[src/verilog/nsm_pkg.sv]
// constants and types shared by the send mailbox handshake block
package nsm_pkg;
  // register map, byte addresses on the plain register port
  localparam logic [7:0] REG_SCB      = 8'h00;
  localparam logic [7:0] REG_RCB      = 8'h01;
  localparam logic [7:0] REG_ISTAT    = 8'h02;
  localparam logic [7:0] REG_IMASK    = 8'h03;
  localparam logic [7:0] REG_STN_EDIT = 8'h04;
  localparam logic [7:0] REG_PGN_EDIT = 8'h05;
  localparam logic [7:0] REG_STN_ACT  = 8'h06;
  localparam logic [7:0] REG_PGN_ACT  = 8'h07;
  localparam logic [7:0] REG_LOC_EDIT = 8'h08;
  localparam logic [7:0] REG_LOC_ACT  = 8'h20;
  localparam logic [7:0] REG_MBOX     = 8'h80;

  // send and receive coordination byte fields
  localparam int SCB_BUSY   = 7;
  localparam int SCB_EXPR   = 4;
  localparam int SCB_ERR    = 0;
  localparam int RCB_PERMIT = 7;
  localparam int RCB_EXPR   = 4;

  // interrupt status bits
  localparam int IRQ_W       = 3;
  localparam int IRQ_TX_DONE = 0;
  localparam int IRQ_TX_ERR  = 1;
  localparam int IRQ_RX      = 2;

  // mailbox layout: length, destination, up to 64 payload bytes
  localparam int         MBOX_DEPTH    = 66;
  localparam logic [6:0] MBOX_LAST_IDX = 7'h41;
  localparam logic [6:0] MBOX_FULL_IDX = 7'h42;
  localparam logic [6:0] IDX_LEN       = 7'h00;
  localparam logic [6:0] IDX_DEST      = 7'h01;
  localparam logic [7:0] MAX_LEN       = 8'h40;
  localparam logic [7:0] DEST_MAX      = 8'h1f;

  // start-up parameters and their reset values
  localparam logic [7:0] STN_MIN = 8'h01;
  localparam logic [7:0] STN_MAX = 8'h1e;
  localparam logic [7:0] STN_RST = 8'h01;
  localparam logic [7:0] PGN_RST = 8'h01;
  localparam logic [7:0] BLK_MIN = 8'h02;

  // location entries: send box, receive box, send coord, receive coord
  localparam int          LOC_N        = 4;
  localparam int          LOC_SCB      = 2;
  localparam logic        KIND_FLAG    = 1'b0;
  localparam logic        KIND_DATA    = 1'b1;
  localparam logic [3:0]  LOC_KIND_RST = 4'h3;
  localparam logic [31:0] LOC_BLK_RST  = 32'h6465_0302;
  localparam logic [31:0] LOC_WRD_RST  = 32'h0000_0000;

  typedef logic [6:0] nsm_idx_t;

  typedef enum logic [2:0] {
    ST_IDLE  = 3'h0,
    ST_FETCH = 3'h1,
    ST_LOAD  = 3'h3,
    ST_HOLD  = 3'h2,
    ST_WAIT  = 3'h6
  } nsm_tx_state_t;
endpackage

[src/verilog/nsm_mem_if.sv]
// interface between the handshake logic and its mailbox memory
`timescale 1ns/1ps
interface nsm_mem_if;
  logic       we;
  logic [6:0] waddr;
  logic [7:0] wdata;
  logic [6:0] raddr;
  logic [7:0] rdata;

  modport ctrl (output we, waddr, wdata, raddr, input rdata);
  modport mem  (input we, waddr, wdata, raddr, output rdata);
endinterface

[src/verilog/nsm_send_mailbox.sv]
// send mailbox handshake with start-up parameters and receive path
`timescale 1ns/1ps
module nsm_send_mailbox (
  input  wire logic       clk_sys_i,
  input  wire logic       sys_rst_i,
  input  wire logic [7:0] reg_addr_i,
  input  wire logic [7:0] reg_wdata_i,
  input  wire logic       reg_we_i,
  input  wire logic       reg_re_i,
  output logic      [7:0] reg_rdata_o,
  input  wire logic       run_i,
  output logic            tx_valid_o,
  output logic      [7:0] tx_data_o,
  output logic            tx_last_o,
  output logic            tx_express_o,
  input  wire logic       tx_ready_i,
  input  wire logic       tx_done_i,
  input  wire logic       tx_fail_i,
  input  wire logic       rx_valid_i,
  input  wire logic [7:0] rx_data_i,
  input  wire logic       rx_last_i,
  input  wire logic       rx_express_i,
  output logic            rx_wr_o,
  output nsm_pkg::nsm_idx_t rx_wr_idx_o,
  output logic      [7:0] rx_wr_data_o,
  output logic      [7:0] station_o,
  output logic      [7:0] pgn_o,
  output logic            irq_o
);
  import nsm_pkg::*;

  // true when the address falls in the send mailbox window
  function automatic logic is_mbox(input logic [7:0] a);
    return a[7] && (a[6:0] <= MBOX_LAST_IDX);
  endfunction

  nsm_mem_if mem_bus ();

  nsm_tx_state_t st_q;
  nsm_tx_state_t st_d;
  logic          busy_q;
  logic          err_q;
  logic          expr_q;
  logic [7:0]    len_q;
  logic [7:0]    dest_q;
  nsm_idx_t      ptr_q;
  logic          tx_valid_q;
  logic [7:0]    tx_data_q;
  logic          tx_last_q;
  logic          tx_expr_q;
  logic          rcb_permit_q;
  logic          rcb_expr_q;
  nsm_idx_t      rx_idx_q;
  logic          rx_wr_q;
  nsm_idx_t      rx_wr_idx_q;
  logic [7:0]    rx_wr_data_q;
  logic [IRQ_W-1:0] istat_q;
  logic [IRQ_W-1:0] istat_d;
  logic [IRQ_W-1:0] imask_q;
  logic          irq_q;
  logic [7:0]    rdata_q;
  logic [7:0]    stn_edit_q;
  logic [7:0]    pgn_edit_q;
  logic [7:0]    stn_act_q;
  logic [7:0]    pgn_act_q;
  logic          run_s1_q;
  logic          run_s2_q;
  logic          run_s3_q;
  logic [7:0]    loc_e_rd [12];
  logic [7:0]    loc_a_rd [12];
  logic [7:0]    rd_val;

  // register port decode
  wire wr_scb   = reg_we_i && (reg_addr_i == REG_SCB);
  wire wr_rcb   = reg_we_i && (reg_addr_i == REG_RCB);
  wire wr_imask = reg_we_i && (reg_addr_i == REG_IMASK);
  wire wr_stn   = reg_we_i && (reg_addr_i == REG_STN_EDIT);
  wire wr_pgn   = reg_we_i && (reg_addr_i == REG_PGN_EDIT);
  wire rd_istat = reg_re_i && (reg_addr_i == REG_ISTAT);
  wire wr_mbox  = reg_we_i && is_mbox(reg_addr_i) && !busy_q;
  wire [6:0] mbox_idx = reg_addr_i[6:0];

  // request handling against the captured length and destination
  wire fields_ok = (len_q <= MAX_LEN) && (dest_q <= DEST_MAX);
  wire req_wr    = wr_scb && reg_wdata_i[SCB_BUSY] && !busy_q;
  wire accept    = req_wr && fields_ok;
  wire reject    = req_wr && !fields_ok;
  wire done_evt  = (st_q == ST_WAIT) && tx_done_i;
  wire hs        = tx_valid_q && tx_ready_i;
  wire [6:0] last_idx = len_q[6:0] + 7'h01;
  wire run_rise  = run_s2_q && !run_s3_q;

  // mailbox memory port: software writes, transmitter reads
  assign mem_bus.we    = wr_mbox;
  assign mem_bus.waddr = mbox_idx;
  assign mem_bus.wdata = reg_wdata_i;
  assign mem_bus.raddr = ptr_q;

  nsm_mbox_mem u_mem (
    .clk_sys_i (clk_sys_i),
    .mem_port  (mem_bus.mem)
  );

  // snoop length and destination as software writes them
  always_ff @(posedge clk_sys_i) begin
    if (sys_rst_i) begin
      len_q  <= 8'h00;
      dest_q <= 8'h00;
    end else if (wr_mbox && (mbox_idx == IDX_LEN)) begin
      len_q  <= reg_wdata_i;
    end else if (wr_mbox && (mbox_idx == IDX_DEST)) begin
      dest_q <= reg_wdata_i;
    end
  end

  // send coordination byte: busy, express and error bits
  always_ff @(posedge clk_sys_i) begin
    if (sys_rst_i) begin
      busy_q <= 1'b0;
      err_q  <= 1'b0;
      expr_q <= 1'b0;
    end else begin
      if (accept) begin
        busy_q <= 1'b1;
      end else if (done_evt) begin
        busy_q <= 1'b0;
      end
      if (accept) begin
        err_q <= 1'b0;
      end else if (reject || (done_evt && tx_fail_i)) begin
        err_q <= 1'b1;
      end
      if (wr_scb && !busy_q) begin
        expr_q <= reg_wdata_i[SCB_EXPR];
      end
    end
  end

  // transmit sequencer next state
  always_comb begin
    st_d = st_q;
    case (st_q)
      ST_IDLE: begin
        if (accept) begin
          st_d = ST_FETCH;
        end
      end
      ST_FETCH: st_d = ST_LOAD;
      ST_LOAD:  st_d = ST_HOLD;
      ST_HOLD: begin
        if (tx_ready_i) begin
          st_d = (ptr_q == last_idx) ? ST_WAIT : ST_FETCH;
        end
      end
      ST_WAIT: begin
        if (tx_done_i) begin
          st_d = ST_IDLE;
        end
      end
      default: st_d = ST_IDLE;
    endcase
  end

  // byte pointer walks length, destination, payload
  always_ff @(posedge clk_sys_i) begin
    if (sys_rst_i) begin
      st_q  <= ST_IDLE;
      ptr_q <= IDX_LEN;
    end else begin
      st_q <= st_d;
      if (accept) begin
        ptr_q <= IDX_LEN;
      end else if ((st_q == ST_HOLD) && tx_ready_i) begin
        ptr_q <= ptr_q + 7'h01;
      end
    end
  end

  // link side byte stream with express marking
  always_ff @(posedge clk_sys_i) begin
    if (sys_rst_i) begin
      tx_valid_q <= 1'b0;
      tx_data_q  <= 8'h00;
      tx_last_q  <= 1'b0;
      tx_expr_q  <= 1'b0;
    end else begin
      if (st_q == ST_LOAD) begin
        tx_valid_q <= 1'b1;
        tx_data_q  <= mem_bus.rdata;
        tx_last_q  <= (ptr_q == last_idx);
      end else if (hs) begin
        tx_valid_q <= 1'b0;
        tx_last_q  <= 1'b0;
      end
      if (accept) begin
        // take the mark from the request itself, expr_q updates this edge
        tx_expr_q <= reg_wdata_i[SCB_EXPR];
      end else if (done_evt) begin
        tx_expr_q <= 1'b0;
      end
    end
  end

  // receive path writes at most one mailbox worth of bytes
  always_ff @(posedge clk_sys_i) begin
    if (sys_rst_i) begin
      rx_idx_q     <= IDX_LEN;
      rx_wr_q      <= 1'b0;
      rx_wr_idx_q  <= IDX_LEN;
      rx_wr_data_q <= 8'h00;
    end else begin
      rx_wr_q <= 1'b0;
      if (rx_valid_i && rcb_permit_q) begin
        if (rx_idx_q <= MBOX_LAST_IDX) begin
          rx_wr_q      <= 1'b1;
          rx_wr_idx_q  <= rx_idx_q;
          rx_wr_data_q <= rx_data_i;
        end
        if (rx_last_i) begin
          rx_idx_q <= IDX_LEN;
        end else if (rx_idx_q != MBOX_FULL_IDX) begin
          rx_idx_q <= rx_idx_q + 7'h01;
        end
      end
    end
  end

  // receive coordination byte: permit and express received
  always_ff @(posedge clk_sys_i) begin
    if (sys_rst_i) begin
      rcb_permit_q <= 1'b0;
      rcb_expr_q   <= 1'b0;
    end else if (rx_valid_i && rx_last_i && rcb_permit_q) begin
      rcb_permit_q <= 1'b0;
      rcb_expr_q   <= rx_express_i;
    end else if (wr_rcb) begin
      rcb_permit_q <= reg_wdata_i[RCB_PERMIT];
    end
  end

  // sticky interrupt status, cleared by read, set wins
  wire [IRQ_W-1:0] ev = {rx_valid_i && rx_last_i && rcb_permit_q,
                         reject || (done_evt && tx_fail_i),
                         done_evt};
  assign istat_d = (istat_q & ~{IRQ_W{rd_istat}}) | ev;

  always_ff @(posedge clk_sys_i) begin
    if (sys_rst_i) begin
      istat_q <= '0;
      imask_q <= '0;
      irq_q   <= 1'b0;
    end else begin
      istat_q <= istat_d;
      irq_q   <= |(istat_d & imask_q);
      if (wr_imask) begin
        imask_q <= reg_wdata_i[IRQ_W-1:0];
      end
    end
  end

  // run input from a pin passes two flip-flops before use
  always_ff @(posedge clk_sys_i) begin
    if (sys_rst_i) begin
      run_s1_q <= 1'b0;
      run_s2_q <= 1'b0;
      run_s3_q <= 1'b0;
    end else begin
      run_s1_q <= run_i;
      run_s2_q <= run_s1_q;
      run_s3_q <= run_s2_q;
    end
  end

  // station and programmer numbers, edited then applied on run
  wire stn_ok = (reg_wdata_i >= STN_MIN) && (reg_wdata_i <= STN_MAX);

  always_ff @(posedge clk_sys_i) begin
    if (sys_rst_i) begin
      stn_edit_q <= STN_RST;
      pgn_edit_q <= PGN_RST;
      stn_act_q  <= STN_RST;
      pgn_act_q  <= PGN_RST;
    end else begin
      if (wr_stn && stn_ok) begin
        stn_edit_q <= reg_wdata_i;
      end
      if (wr_pgn && stn_ok) begin
        pgn_edit_q <= reg_wdata_i;
      end
      if (run_rise) begin
        stn_act_q <= stn_edit_q;
        pgn_act_q <= pgn_edit_q;
      end
    end
  end

  // mailbox and coordination byte locations, one entry each
  for (genvar i = 0; i < LOC_N; i++) begin : g_loc
    localparam logic [7:0] A_K = REG_LOC_EDIT + 8'(3 * i);
    localparam logic [7:0] A_B = REG_LOC_EDIT + 8'(3 * i + 1);
    localparam logic [7:0] A_W = REG_LOC_EDIT + 8'(3 * i + 2);
    localparam logic       HI  = (i >= LOC_SCB);
    logic       kind_e_q;
    logic [7:0] blk_e_q;
    logic [7:0] wrd_e_q;
    logic       kind_a_q;
    logic [7:0] blk_a_q;
    logic [7:0] wrd_a_q;
    wire wk = reg_we_i && (reg_addr_i == A_K);
    wire wb = reg_we_i && (reg_addr_i == A_B);
    wire ww = reg_we_i && (reg_addr_i == A_W);
    wire k_ok = !reg_wdata_i[0] || (blk_e_q >= BLK_MIN);
    wire b_ok = (kind_e_q == KIND_FLAG) || (reg_wdata_i >= BLK_MIN);

    always_ff @(posedge clk_sys_i) begin
      if (sys_rst_i) begin
        kind_e_q <= LOC_KIND_RST[i];
        blk_e_q  <= LOC_BLK_RST[8*i +: 8];
        wrd_e_q  <= LOC_WRD_RST[8*i +: 8];
        kind_a_q <= LOC_KIND_RST[i];
        blk_a_q  <= LOC_BLK_RST[8*i +: 8];
        wrd_a_q  <= LOC_WRD_RST[8*i +: 8];
      end else begin
        if (wk && k_ok) begin
          kind_e_q <= reg_wdata_i[0];
        end
        if (wb && b_ok) begin
          blk_e_q <= reg_wdata_i;
        end
        if (ww) begin
          wrd_e_q <= reg_wdata_i;
        end
        if (run_rise) begin
          kind_a_q <= kind_e_q;
          blk_a_q  <= blk_e_q;
          wrd_a_q  <= wrd_e_q;
        end
      end
    end

    // for the coordination entries only, active kind also flags the high byte lane of a data word
    assign loc_e_rd[3*i]     = {7'h00, kind_e_q};
    assign loc_e_rd[3*i + 1] = blk_e_q;
    assign loc_e_rd[3*i + 2] = wrd_e_q;
    assign loc_a_rd[3*i]     = {6'h00, HI && kind_a_q, kind_a_q};
    assign loc_a_rd[3*i + 1] = blk_a_q;
    assign loc_a_rd[3*i + 2] = wrd_a_q;
  end

  // read selection
  wire [7:0] off_e = reg_addr_i - REG_LOC_EDIT;
  wire [7:0] off_a = reg_addr_i - REG_LOC_ACT;

  always_comb begin
    rd_val = 8'h00;
    if (reg_addr_i == REG_SCB) begin
      rd_val = {busy_q, 2'b00, expr_q, 3'b000, err_q};
    end else if (reg_addr_i == REG_RCB) begin
      rd_val = {rcb_permit_q, 2'b00, rcb_expr_q, 4'h0};
    end else if (reg_addr_i == REG_ISTAT) begin
      rd_val = {5'h00, istat_q};
    end else if (reg_addr_i == REG_IMASK) begin
      rd_val = {5'h00, imask_q};
    end else if (reg_addr_i == REG_STN_EDIT) begin
      rd_val = stn_edit_q;
    end else if (reg_addr_i == REG_PGN_EDIT) begin
      rd_val = pgn_edit_q;
    end else if (reg_addr_i == REG_STN_ACT) begin
      rd_val = stn_act_q;
    end else if (reg_addr_i == REG_PGN_ACT) begin
      rd_val = pgn_act_q;
    end else if (off_e < 8'h0c) begin
      rd_val = loc_e_rd[off_e[3:0]];
    end else if (off_a < 8'h0c) begin
      rd_val = loc_a_rd[off_a[3:0]];
    end
  end

  // read data stands only in the cycle after the strobe
  always_ff @(posedge clk_sys_i) begin
    if (sys_rst_i) begin
      rdata_q <= 8'h00;
    end else begin
      rdata_q <= reg_re_i ? rd_val : 8'h00;
    end
  end

  assign reg_rdata_o  = rdata_q;
  assign tx_valid_o   = tx_valid_q;
  assign tx_data_o    = tx_data_q;
  assign tx_last_o    = tx_last_q;
  assign tx_express_o = tx_expr_q;
  assign rx_wr_o      = rx_wr_q;
  assign rx_wr_idx_o  = rx_wr_idx_q;
  assign rx_wr_data_o = rx_wr_data_q;
  assign station_o    = stn_act_q;
  assign pgn_o        = pgn_act_q;
  assign irq_o        = irq_q;
endmodule

[src/verilog/nsm_mbox_mem.sv]
// send mailbox storage with registered read data
`timescale 1ns/1ps
module nsm_mbox_mem (
  input  wire logic clk_sys_i,
  nsm_mem_if.mem    mem_port
);
  import nsm_pkg::*;

  logic [7:0] store_q [MBOX_DEPTH];
  logic [7:0] rdata_q;

  // one write and one read port, read data one cycle after address
  always_ff @(posedge clk_sys_i) begin
    if (mem_port.we) begin
      store_q[mem_port.waddr] <= mem_port.wdata;
    end
    rdata_q <= store_q[mem_port.raddr];
  end

  assign mem_port.rdata = rdata_q;
endmodule

[config.mk]
export PLATFORM = sky130hd
export DESIGN_NAME = nsm_send_mailbox
export DESIGN_NICKNAME = d
export VERILOG_FILES = /design/src/verilog/nsm_pkg.sv /design/src/verilog/nsm_mem_if.sv /design/src/verilog/nsm_send_mailbox.sv /design/src/verilog/nsm_mbox_mem.sv
export SDC_FILE = /design/constraint.sdc
export NUM_CORES = 1
export LEC_CHECK = 0
export BUFFER_PORTS_ARGS = -buffer_cell sky130_fd_sc_hd__buf_2
export CAP_MARGIN = 30
export CORE_MARGIN = 3
export CORE_UTILIZATION = 35
export CTS_BUF_LIST = sky130_fd_sc_hd__clkbuf_8 sky130_fd_sc_hd__clkbuf_16
export DETAILED_ROUTE_END_ITERATION = 10
export GPL_TIMING_DRIVEN = 0
export PLACE_DENSITY = 0.48
export REMOVE_ABC_BUFFERS = 1
export SYNTH_ARGS = -nofsm -noshare
export SYNTH_HDL_FRONTEND = slang
export SYNTH_SLANG_ARGS = --single-unit
export TNS_END_PERCENT = 5
[constraint.sdc]
create_clock -name clk_sys_i -period 7.1 [get_ports clk_sys_i]
set_input_delay 1.775 -clock clk_sys_i [delete_from_list [all_inputs] [get_ports clk_sys_i]]
set_output_delay 1.775 -clock clk_sys_i [all_outputs]
set_load 0.01 [all_outputs]
==> flow_metrics.tcl <==
set metrics [dict create \
    ys_seq_elements 782 \
    die_height_um 306 \
    area_delta_synth_final_pct 15.3 \
    critPathBufInv 2 \
    placementRows 109 \
    grt-ovfl-total 0 \
    syn_avg_cell_area_um2 14.5 \
    synth_common_cells "528 x edfxtp_1, 254 x dfxtp_1, 245 x nand2_1" \
    power-per-cell-area_nw_per_um2 261 \
    worst_slew_pin_slew_ps 995 \
    worstSkewPairLatency_ps 660 \
    cts_resized 0 \
    worst_setup_path_end_kind "flip-flop" \
    p_switching_w 0.00210 \
    synth_edf_count 528 \
    power_frac_clock_pct 45.7 \
    pin_count 87 \
    nets 2284 \
    cts.path.max_buffers 3 \
    critical_path.cell_chain "buf_2, inv_1, ha_1, o31a_1, o21ai_0, a2bb2oi_1, nor3_1, nand2_1, nor2_1" \
    cts_root_buffer "clkbuf_16" \
    synth_top_area_share_pct 50.3 \
    start_util_pct 35.5 \
    dpl.cell_count 3309 \
    synth_cell_types 73 \
    maxSlewViolCount 0 \
    setup_violations 0 \
    cp.arrival_ps 5620 \
    antenna_left 0 \
    pwr-share-seq_pct 51.3 \
    use_met3_pct 3.13 \
    irDropWorstVdd_uv 163 \
    slew-limit-headroom_pct 33.5 \
    synthFlopType "edfxtp_1" \
    cp.required_ps 7360 \
    yosys_warnings 0 \
    finish.utilization_pct 41.0 \
    skew_ps 38.7 \
    path_max_fanout 18 \
    async_flop_share_pct 0 \
    worstSetupPathType "input pin to flip-flop" \
    min_path_cells 1 \
    startpoint_type "input pin" \
    htreeDepth 3 \
    critical_path.top_delay_family "simple AND/OR/NAND/NOR gates" \
    drt-initial-drc-count 1444 \
    top_usage_layer "met2" \
    die_w_um 306 \
    period_needed_ps 5360 \
    synth.area.top_cells "edfxtp_1 50%, dfxtp_1 16%, mux4_2 11%" \
    status "finished, final reports clean" \
    cts_setup_buffers 0 \
    p_leak_nw 12.2 \
    hpwl_mm 52.9 \
    cts_sinks 782 \
    synth_area_um2 31500 \
    clkTransAtPathRegs_ps 60 \
    min_period_over_period_pct 75.5 \
    finalWirelength_mm 84.6 \
    num_vias 18600 \
    cp_slowest_stage_delay_ps 930 \
    reg2reg_depth 4 \
    combPwrFrac_pct 3.0 \
    netlist.top_cell.by_area "edfxtp_1" \
    ys_seq_area_share_pct 66.4 \
    dr.pass1.iters 5 \
    postCtsHoldBufs 0 \
    synth.most_common_cell "edfxtp_1" \
    vias_per_cell 5.35 \
    grt_util_met2_pct 29.1 \
    drc_errors 0 \
    cts_inserted_buffers 86 \
    drive_gt1_share_pct 19.5 \
    grt_max_degree 100 \
    finalWeightedCongestion 0.787 \
    cp_slowest_cell "nor2_1" \
    die_area_um2 93700 \
    cp.depth 9 \
    power_switching_share_pct 22.2 \
    fin_cells 3472 \
    met1_usage_pct 25.2 \
    wl_per_cell_um 24.4 \
    port_buffers 86 \
    grt_pass1_wl_mm 126 \
    hold_viol_final 0 \
    cts_tree "yes" \
    antenna_found_initial 4 \
    fmax_mhz 186 \
    min_path_type "flip-flop to flip-flop" \
    drv_cap 0 \
    grt_pass1_vias 18900 \
    fill_cells 8095 \
    p_int_w 0.00739 \
    coreArea_um2 88800 \
    rsz0062_at_grt "false" \
    tns_ps 0 \
    grtUsageTotal_pct 17.9 \
    synthCells 2169 \
]
-- flip-flops by register name, indices dropped and copies added, names as in the netlist, 8 cells and up --
register and count:
g_loc.blk_a_q 32, g_loc.blk_e_q 32, g_loc.wrd_a_q 32, g_loc.wrd_e_q 32, len_q 8, pgn_edit_q 8
pgn_o 8, reg_rdata_o 8, rx_wr_data_o 8, station_o 8, stn_edit_q 8, tx_data_o 8
u_mem.mem_port.rdata 8, u_mem.store_q 528
-- layout by cell type (no fill, tap or decap), types with 6 or more instances in the layout --
cell type,count
ha_1,15
clkinv_1,19
nor2b_1,7
buf_16,20
o32ai_1,6
o22ai_1,9
a21oi_1,120
nand2_1,245
nand3_1,41
a22o_1,9
buf_4,10
a221oi_1,45
xnor2_1,12
and2_1,11
mux4_2,154
xor2_1,8
clkinv_2,18
mux2i_1,142
buf_2,77
o21ai_0,34
mux2_2,25
edfxtp_1,528
nor2_1,213
inv_1,37
nor3_1,15
nor4_1,15
clkbuf_16,86
and3_1,11
dfxtp_1,250
-- worst reg2reg max path: stages (launching register included) --
cell,delay (ps)
dfxtp_1,480
nand3b_1,290
nor3_1,420
nand2_1,720
nor2_1,930
-- layout make-up --
cell class	instances	area (um2)	share of cell area (%)
Antenna cell	1	2.50	0.00688
Clock buffer	89	2190	6.03
Clock inverter	71	599	1.65
Inverter	19	71.3	0.196
Multi-Input combinational cell	1232	9960	27.4
Sequential cell	782	21000	57.6
Tap cell	1165	1460	4.01
Timing Repair Buffer	113	1120	3.09
-- per-layer routing --
| metal | up-vias | wire [um] |
|---|---|---|
| met1 | 9590 | 38400 |
| met3 | 110 | 4240 |
| met4 | 2 | 1640 |
| met5 | - | 11 |
| li1 | 8393 | - |
| met2 | 491 | 40300 |
-- through the flow --
| stage | cell area [um2] | total power, W | worst slack, ps | hold WS, ps |
|---|---|---|---|---|
| 2_1_floorplan | 30900 | 0.00505 | 136 | 414 |
| 3_3_place_gp | 32800 | 0.00522 | -3490 | 439 |
| 3_5_place_dp | 33500 | 0.00525 | 1130 | 430 |
| 4_1_cts | 36300 | 0.00960 | 1850 | 447 |
| 5_1_grt | 36400 | 0.00981 | 1670 | 463 |
| 6_report | 36400 | 0.00949 | 1740 | 441 |
-- power groups by stage --
stage          Clock (W)  Combinational (W)  Sequential (W)
4_1_cts          0.00445           0.000281         0.00487
6_report         0.00434           0.000283         0.00487
3_3_place_gp           0           0.000249         0.00497
3_5_place_dp           0           0.000281         0.00496
5_1_grt          0.00465           0.000302         0.00487
2_1_floorplan          0          0.0000818         0.00497
-- kinds of logic after synthesis --
kind of cell	Yosys count	synth area share, %
multiplexers	321	16.4
XOR/XNOR	20	0.556
flip-flops	782	66.4
AND/OR/NAND/NOR	608	8.53
AO/OA/AOI/OAI	268	5.44
buffers and inverters	155	2.05
adder cells (fa/ha/maj)	15	0.595
-- worst paths after layout --
path                                     from             endpoint  slack (ps)
worst max register to register         busy_q  u_mem.store_q[8][7]        3860
worst min-delay path                 run_s1_q             run_s2_q         440
worst min register to register       run_s1_q             run_s2_q         440
worst max-delay path            reg_addr_i[3]  u_mem.store_q[8][7]        1740
Power figures use the tool's default switching activity.
